===== config.mk =====
export PLATFORM = sky130hd
export DESIGN_NAME = arf_top
export DESIGN_NICKNAME = d
export VERILOG_FILES = /design/src/common/arf_pkg.sv /design/src/hdl/arf_result_regs.sv /design/src/hdl/arf_top.sv
export SDC_FILE = /design/constraint.sdc
export NUM_CORES = 1
export LEC_CHECK = 0
export BUFFER_PORTS_ARGS = -buffer_cell sky130_fd_sc_hd__buf_2
export CORE_MARGIN = 5
export CORE_UTILIZATION = 60
export CTS_BUF_LIST = sky130_fd_sc_hd__clkbuf_4 sky130_fd_sc_hd__clkbuf_8
export CTS_CLUSTER_DIAMETER = 120
export DETAILED_ROUTE_END_ITERATION = 8
export PLACE_DENSITY = 0.8
export SLEW_MARGIN = 5
export SYNTH_ARGS = -nofsm -noshare
export SYNTH_HDL_FRONTEND = slang
export SYNTH_SLANG_ARGS = --single-unit

===== constraint.sdc =====
create_clock -name clk_sys -period 5.1 [get_ports clk_sys]
set_clock_uncertainty 0.2 [all_clocks]
set_input_delay 0.255 -clock clk_sys [delete_from_list [all_inputs] [get_ports clk_sys]]
set_output_delay 0.255 -clock clk_sys [all_outputs]
set_load 0.01 [all_outputs]

===== src/common/arf_pkg.sv =====
package arf_pkg;
  localparam int ADDR_W = 2;
  localparam logic [1:0] OFF_CTRL0 = 2'h0;
  localparam logic [1:0] OFF_CTRL1 = 2'h1;
  localparam logic [1:0] OFF_RES_HI = 2'h2;
  localparam logic [1:0] OFF_RES_LO = 2'h3;
  localparam int CTRL0_EN_BIT = 0;
  localparam int CTRL0_GO_BIT = 1;
  localparam int CTRL0_CHAN_LSB = 2;
  localparam int CTRL1_PREF_LSB = 0;
  localparam int CTRL1_NREF_BIT = 2;
  localparam int CTRL1_CLK_LSB = 4;
  localparam int CTRL1_FMT_BIT = 7;
  localparam logic [4:0] CHAN_RST = 5'h00;
  localparam logic [2:0] CLK_SEL_RST = 3'h0;
  localparam logic [1:0] PREF_RST = 2'h0;
  localparam logic [4:0] CHAN_TEMP = 5'h1D;
  localparam int CLK_MHZ = 200;
  localparam int CONV_TIME_NS = 1100;
  localparam logic [7:0] CONV_CYCLES = 8'((CONV_TIME_NS * CLK_MHZ) / 1000);
  localparam logic [7:0] CNT_ZERO = 8'h00;
  localparam logic [7:0] RD_IDLE = 8'h00;

  typedef enum logic [0:0] {
    ARF_IDLE = 1'b0,
    ARF_CONV = 1'b1
  } arf_state_t;

  // Returns {high byte, low byte}; unused bits are forced to zero
  function automatic logic [15:0] arf_format(input logic [9:0] code, input logic right);
    logic [15:0] r;
    r = right ? {6'h00, code} : {code, 6'h00};
    return r;
  endfunction : arf_format
endpackage : arf_pkg


===== src/hdl/arf_result_regs.sv =====
`timescale 1ns/10ps
module arf_result_regs (
  input wire logic clk_sys,
  input wire logic clk_en,
  input wire logic hw_load,
  input wire logic [15:0] hw_data,
  input wire logic sw_wr_hi,
  input wire logic sw_wr_lo,
  input wire logic [7:0] sw_data,
  output logic [7:0] res_hi_q,
  output logic [7:0] res_lo_q
);
  // No reset here: contents survive every reset and power up unknown
  always_ff @(posedge clk_sys) begin
    if (clk_en) begin
      if (hw_load) begin
        res_hi_q <= hw_data[15:8];
        res_lo_q <= hw_data[7:0];
      end else begin
        if (sw_wr_hi) begin
          res_hi_q <= sw_data;
        end
        if (sw_wr_lo) begin
          res_lo_q <= sw_data;
        end
      end
    end
  end
endmodule : arf_result_regs


===== src/hdl/arf_top.sv =====
// Operation
// - In left format result bits 1:0 land in bits 7:6 of the low result byte.
// - In right format result bits 9:8 land in bits 1:0 of the high result byte.
// - In right format result bits 7:0 fill the whole low result byte.
// - Both result bytes are software read/write, unknown at power-up and untouched by any reset.
// - The die temperature indicator is routed internally to the converter with no pin.
// - In left format result bits 9:2 land in the high result byte.
// - Loading a result zeroes the six unused bits of the byte that holds only two data bits.
// - The conversion status bit reads one while converting and hardware clears it on completion.
// - Channel code 11101 connects the temperature indicator to the converter input.
`timescale 1ns/10ps
module arf_top (
  input wire logic clk_sys,
  input wire logic sys_rst,
  input wire logic clk_en,
  input wire logic [1:0] reg_addr,
  input wire logic [7:0] reg_wdata,
  input wire logic reg_wr,
  input wire logic reg_rd,
  output logic [7:0] reg_rdata_q,
  input wire logic [9:0] ext_code,
  input wire logic [9:0] temp_code,
  output logic [4:0] chan_sel_q,
  output logic conv_en_q,
  output logic conv_busy_q
);
  logic [9:0] ext_s1_q;
  logic [9:0] ext_s2_q;
  logic [9:0] temp_s1_q;
  logic [9:0] temp_s2_q;
  logic go_q;
  logic go_d;
  logic fmt_q;
  logic [2:0] clk_sel_q;
  logic nref_q;
  logic [1:0] pref_q;
  logic [7:0] cnt_q;
  logic [7:0] cnt_d;
  arf_pkg::arf_state_t state_q;
  arf_pkg::arf_state_t state_d;
  logic [7:0] res_hi_q;
  logic [7:0] res_lo_q;

  // Address decode
  wire sel_c0 = reg_addr == arf_pkg::OFF_CTRL0;
  wire sel_c1 = reg_addr == arf_pkg::OFF_CTRL1;
  wire sel_hi = reg_addr == arf_pkg::OFF_RES_HI;
  wire sel_lo = reg_addr == arf_pkg::OFF_RES_LO;
  wire wr_c0 = reg_wr && sel_c0 && !sys_rst;
  wire wr_c1 = reg_wr && sel_c1 && !sys_rst;
  wire wr_hi = reg_wr && sel_hi && !sys_rst;
  wire wr_lo = reg_wr && sel_lo && !sys_rst;
  wire [7:0] ctrl0_rd = {1'b0, chan_sel_q, go_q, conv_en_q};
  wire [7:0] ctrl1_rd = {fmt_q, clk_sel_q, 1'b0, nref_q, pref_q};
  wire [7:0] rd_mux = sel_c0 ? ctrl0_rd :
                      sel_c1 ? ctrl1_rd :
                      sel_hi ? res_hi_q : res_lo_q;

  // Temperature indicator has its own internal path into the converter
  wire temp_chan = chan_sel_q == arf_pkg::CHAN_TEMP;
  wire [9:0] conv_code = temp_chan ? temp_s2_q : ext_code_pick(ext_s2_q);
  wire cnt_end = cnt_q == arf_pkg::CNT_ZERO;
  wire done = state_q == arf_pkg::ARF_CONV && cnt_end && go_q && conv_en_q;
  wire load = done && clk_en;
  wire [15:0] fmt_word = arf_pkg::arf_format(conv_code, fmt_q);
  wire go_set = wr_c0 && reg_wdata[arf_pkg::CTRL0_GO_BIT];
  wire en_next = wr_c0 ? reg_wdata[arf_pkg::CTRL0_EN_BIT] : conv_en_q;

  function automatic logic [9:0] ext_code_pick(input logic [9:0] v);
    return v;
  endfunction : ext_code_pick

  // A set written in the completion cycle wins over the hardware clear
  always_comb begin
    go_d = go_q;
    if (wr_c0) begin
      go_d = reg_wdata[arf_pkg::CTRL0_GO_BIT] && en_next;
    end
    if (done && !go_set) begin
      go_d = 1'b0;
    end
    if (!en_next) begin
      go_d = 1'b0;
    end
  end

  // Clearing the status bit or the enable aborts a conversion in flight
  always_comb begin
    state_d = state_q;
    cnt_d = cnt_q;
    case (state_q)
      arf_pkg::ARF_IDLE: begin
        if (go_d) begin
          state_d = arf_pkg::ARF_CONV;
          cnt_d = arf_pkg::CONV_CYCLES;
        end
      end
      arf_pkg::ARF_CONV: begin
        if (!go_d && !done) begin
          state_d = arf_pkg::ARF_IDLE;
        end else if (done) begin
          state_d = go_d ? arf_pkg::ARF_CONV : arf_pkg::ARF_IDLE;
          cnt_d = arf_pkg::CONV_CYCLES;
        end else begin
          cnt_d = cnt_q - 8'h01;
        end
      end
      default: begin
        state_d = arf_pkg::ARF_IDLE;
      end
    endcase
  end

  // Analog front-end codes come from another domain
  always_ff @(posedge clk_sys) begin
    if (clk_en) begin
      ext_s1_q <= ext_code;
      ext_s2_q <= ext_s1_q;
      temp_s1_q <= temp_code;
      temp_s2_q <= temp_s1_q;
    end
  end

  always_ff @(posedge clk_sys) begin
    if (sys_rst) begin
      chan_sel_q <= arf_pkg::CHAN_RST;
      conv_en_q <= 1'b0;
      go_q <= 1'b0;
      state_q <= arf_pkg::ARF_IDLE;
      cnt_q <= arf_pkg::CNT_ZERO;
      conv_busy_q <= 1'b0;
    end else if (clk_en) begin
      if (wr_c0) begin
        chan_sel_q <= reg_wdata[arf_pkg::CTRL0_CHAN_LSB +: 5];
      end
      conv_en_q <= en_next;
      go_q <= go_d;
      state_q <= state_d;
      cnt_q <= cnt_d;
      conv_busy_q <= go_d;
    end
  end

  always_ff @(posedge clk_sys) begin
    if (sys_rst) begin
      fmt_q <= 1'b0;
      clk_sel_q <= arf_pkg::CLK_SEL_RST;
      nref_q <= 1'b0;
      pref_q <= arf_pkg::PREF_RST;
    end else if (clk_en && wr_c1) begin
      fmt_q <= reg_wdata[arf_pkg::CTRL1_FMT_BIT];
      clk_sel_q <= reg_wdata[arf_pkg::CTRL1_CLK_LSB +: 3];
      nref_q <= reg_wdata[arf_pkg::CTRL1_NREF_BIT];
      pref_q <= reg_wdata[arf_pkg::CTRL1_PREF_LSB +: 2];
    end
  end

  // Read data stand for exactly one cycle after the strobe
  always_ff @(posedge clk_sys) begin
    if (sys_rst) begin
      reg_rdata_q <= arf_pkg::RD_IDLE;
    end else if (clk_en) begin
      reg_rdata_q <= reg_rd ? rd_mux : arf_pkg::RD_IDLE;
    end
  end

  // Hardware load beats a same-cycle software write so halves never mix
  arf_result_regs u_res (
    .clk_sys(clk_sys),
    .clk_en(clk_en),
    .hw_load(load),
    .hw_data(fmt_word),
    .sw_wr_hi(wr_hi),
    .sw_wr_lo(wr_lo),
    .sw_data(reg_wdata),
    .res_hi_q(res_hi_q),
    .res_lo_q(res_lo_q)
  );

  left_low_a: assert property (@(posedge clk_sys) disable iff (sys_rst)
    load && !fmt_q |=> res_lo_q[7:6] == $past(conv_code[1:0]))
    else $error("left low byte wrong");
  right_high_a: assert property (@(posedge clk_sys) disable iff (sys_rst)
    load && fmt_q |=> res_hi_q[1:0] == $past(conv_code[9:8]))
    else $error("right high byte wrong");
  right_low_a: assert property (@(posedge clk_sys) disable iff (sys_rst)
    load && fmt_q |=> res_lo_q == $past(conv_code[7:0]))
    else $error("right low byte wrong");
  result_kept_a: assert property (@(posedge clk_sys)
    sys_rst && !load |=> $stable(res_hi_q) && $stable(res_lo_q))
    else $error("result changed under reset");
  temp_path_a: assert property (@(posedge clk_sys) disable iff (sys_rst)
    load && temp_chan && !fmt_q |=> res_hi_q == $past(temp_s2_q[9:2]))
    else $error("temperature code not converted");
  left_high_a: assert property (@(posedge clk_sys) disable iff (sys_rst)
    load && !fmt_q |=> res_hi_q == $past(conv_code[9:2]))
    else $error("left high byte wrong");
  zero_fill_a: assert property (@(posedge clk_sys) disable iff (sys_rst)
    load |=> ($past(fmt_q) ? res_hi_q[7:2] == 6'h00 : res_lo_q[5:0] == 6'h00))
    else $error("unused bits not zero");
  busy_flag_a: assert property (@(posedge clk_sys) disable iff (sys_rst)
    state_q == arf_pkg::ARF_CONV |-> go_q && conv_busy_q)
    else $error("status low while converting");
  done_clear_a: assert property (@(posedge clk_sys) disable iff (sys_rst)
    load && !go_set |=> !go_q && !conv_busy_q)
    else $error("status not cleared at completion");
  temp_select_a: assert property (@(posedge clk_sys) disable iff (sys_rst)
    chan_sel_q == 5'h1D |-> conv_code == temp_s2_q)
    else $error("channel 11101 not on temperature");
  pair_load_a: assert property (@(posedge clk_sys) disable iff (sys_rst)
    load |=> {res_hi_q, res_lo_q} == $past(fmt_word))
    else $error("result halves not loaded together");
  idle_status_a: assert property (@(posedge clk_sys) disable iff (sys_rst)
    state_q == arf_pkg::ARF_IDLE |-> !go_q && !conv_busy_q)
    else $error("status high while idle");
  enable_freeze_a: assert property (@(posedge clk_sys) disable iff (sys_rst)
    !clk_en |=> $stable(conv_busy_q) && $stable(cnt_q))
    else $error("conversion moved while frozen");
  result_read_a: assert property (@(posedge clk_sys) disable iff (sys_rst)
    clk_en && reg_rd && sel_hi |=> reg_rdata_q == $past(res_hi_q))
    else $error("high result byte not readable");
endmodule : arf_top


==> results.py <==
metrics = {
    "logic_synthesis": {
        "syn_nets": 311,
        "netlist_area_um2": 3590,
        "synth-async-reset-ratio": 0,
        "yosys-top-cells-area": "edfxtp_1, dfxtp_1, mux2i_1, mux2_2, nor2_1",
        "synth.distinct_cells": 48,
        "ys_ff_latch": 87,
        "synth_cells": 274,
        "synth_top_area_cell": "edfxtp_1",
        "syn_avg_cell_area_um2": 13.1,
        "synth_edf_count": 56,
        "synthFlopType": "edfxtp_1",
        "ys_seq_area_frac": 0.641,
        "synth.top_cell.area_share": 0.468,
        "yosysWarnings": 0,
    },
    "layout": {
        "area_growth_pct": 19.7,
        "final_nets": 383,
        "layoutNonFillerInstCount": 426,
        "final_area_um2": 4300,
        "mostFrequentLayoutCell": "edfxtp_1",
        "layout_common_cells": "edfxtp_1, buf_2, dfxtp_1, nor2_1, dlygate4sd3_1",
        "multi_input_area_um2": 1190,
        "layout-drive-gt1-share": 0.251,
        "antennaDiodeCount": 0,
        "nFillCells": 412,
        "seqCellArea_um2": 2300,
    },
    "sta": {
        "setup_tns_ns": 0,
        "relSlewSlack": 0.280,
        "worstMarginPinSlew_ns": 1.07,
        "slew_viol_final": 0,
        "whs_ns": 0.0186,
        "setup_viol": 0,
        "finalCritPeriodShare": 0.593,
        "rsz0062_at_grt": "no",
        "max_clock_freq_mhz": 331,
        "hold_viol_final": 0,
        "min_period_ns": 3.02,
    },
    "route": {
        "vias_per_cell": 5.73,
        "drc": 0,
        "antenna_left": 0,
        "firstDrtPassIters": 6,
        "initialDrtViolationCount": 142,
        "vias": 2441,
        "wl_um": 7160,
        "wl_per_cell_um": 16.8,
    },
    "floorplanning": {
        "die_area_um2": 7630,
        "start_util": 0.610,
        "die_width_um": 87.4,
        "fp.dieH_um": 87.4,
        "rows": 28,
        "ios": 50,
        "coreArea_um2": 5890,
    },
    "power": {
        "powerDensity_nw_per_um2": 313,
        "leakagePower_nw": 1.70,
        "power_mw": 1.34,
        "vdd_drop_max_uv": 237,
    },
    "clock_network": {
        "cts_setup_buffers": 0,
        "cts_max_path_buffers": 2,
        "htreeDepth": 3,
        "ctsRootBufferMaster": "clkbuf_8",
        "insertion_delay_ns": 0.34,
        "path_clk_slew_ns": 0.09,
        "numCtsBuffers": 9,
        "cts_hold_buf": 25,
        "cts_tree": "done",
        "post_cts_resized": 0,
        "cts_num_sinks": 87,
    },
    "grt": {
        "overflow": 0,
        "grt_max_degree": 49,
        "grt_usage": 0.209,
        "grt_pass1_wl_um": 12000,
        "grt_pass1_vias": 2451,
        "antenna_found_initial": 0,
    },
    "place": {
        "dp.cells": 385,
        "io_buffers": 49,
        "gp_congestion": 0.801,
        "dp_hpwl_um": 4600,
        "placed_cell_area_um2": 3860,
    },
    "hold_path": {
        "hold_path_class": "input port to flip-flop",
    },
    "setup_path": {
        "critical_path.max_stage_delay_ns": 0.67,
        "required_ns": 4.86,
        "end_kind": "flip-flop",
        "critPathKind": "flip-flop to flip-flop",
        "crit_chain": "or4_4 > nor4_4 > nand3_1 > o21ai_0",
        "cpMaxStageDelayCell": "o21ai_0",
        "startpoint_type": "flip-flop",
        "cp.arrival_ns": 2.78,
        "critPathMaxFanout": 16,
    },
    "flow_run": {
        "drv_cap": 0,
    },
    "status": {
        "status": "finished, final reports clean",
    },
}
-- synthesized netlist by cell type, types with 2 or more instances --
cell type	instances
a21oi_1	4
nor2_1	27
edfxtp_1	56
o21ai_1	3
ha_1	2
or3_1	3
buf_2	3
inv_1	6
mux2_2	12
clkbuf_1	6
mux2i_1	23
o311ai_1	2
nor2b_1	3
nor3_1	4
a222oi_1	6
o21ai_0	17
nand3_1	6
dfxtp_1	31
a22oi_1	2
a31oi_1	3
nand2_1	18
nor3b_1	2
a22o_1	8
o311ai_0	2
nand3b_1	2
-- registers in the layout, summed over array words and instances (netlist names) --
register        flops
chan_sel_q          5
clk_sel_q           3
cnt_q               8
conv_en_q           1
ext_s1_q           10
ext_s2_q           10
fmt_q               1
go_q                1
nref_q              1
pref_q              2
reg_rdata_q         8
state_q             1
temp_s1_q          10
temp_s2_q          10
u_res.res_hi_q      8
u_res.res_lo_q      8
-- critical path: cells and delay by family, from the launching register on --
family             cells  cell delay, ns
AOI/OAI and AO/OA      1            0.67
DFF                    1            0.36
and+or+nand+nor        3            1.41
-- metrics by stage --
| stage | worst slack, ns | utilization |
|---|---|---|
| global placement | 2.26 | 0.655 |
| detailed placement | 2.13 | 0.655 |
| CTS | 2.10 | 0.730 |
| floorplan | 2.61 | - |
| global route | 1.89 | 0.730 |
| finish | 2.08 | 0.730 |
-- area by class of cell --
cell class	count	share of cell area
sequential	87	0.536
multi-input combinational	168	0.277
timing repair buffer	74	0.115
clock buffer	10	0.0306
tap	75	0.0218
clock inverter	6	0.0143
inverter	6	0.00524
-- per-layer routing --
metal	GRT usage	up-vias	share of wire
li1	-	1195	-
met1	0.265	1165	0.43
met2	0.340	73	0.50
met3	0.0520	8	0.062
met4	0.0893	0	0.012
met5	0	-	0
-- power by group --
group / total [mW] / leakage [nW] / internal [mW] / switching (mW)
sequential: 0.791 / 0.786 / 0.782 / 0.00930
combinational: 0.0838 / 0.823 / 0.0405 / 0.0433
clock: 0.469 / 0.0894 / 0.229 / 0.240
-- final timing paths --
check,from,end,slack [ns],depth (start not counted)
hold reg to reg,temp_s1_q[6],temp_s2_q[6],0.21,0
setup reg to reg,cnt_q[2],u_res.res_lo_q[5],2.08,4
setup / recovery,cnt_q[2],u_res.res_lo_q[5],2.08,4
hold / removal,reg_wdata[5],chan_sel_q[3],0.02,3
-- logic make-up (layout without fill, tap and decap cells) --
group | count (synthesis) | in the layout | share of synthesized area
flops | 87 | 87 | 0.641
compound gates | 53 | 53 | 0.110
mux | 35 | 35 | 0.102
buf+inv | 19 | 96 | 0.0272
fa+ha+maj | 2 | 2 | 0.00697
simple gates | 78 | 78 | 0.114
No activity file was read; power rests on OpenSTA's default activity.
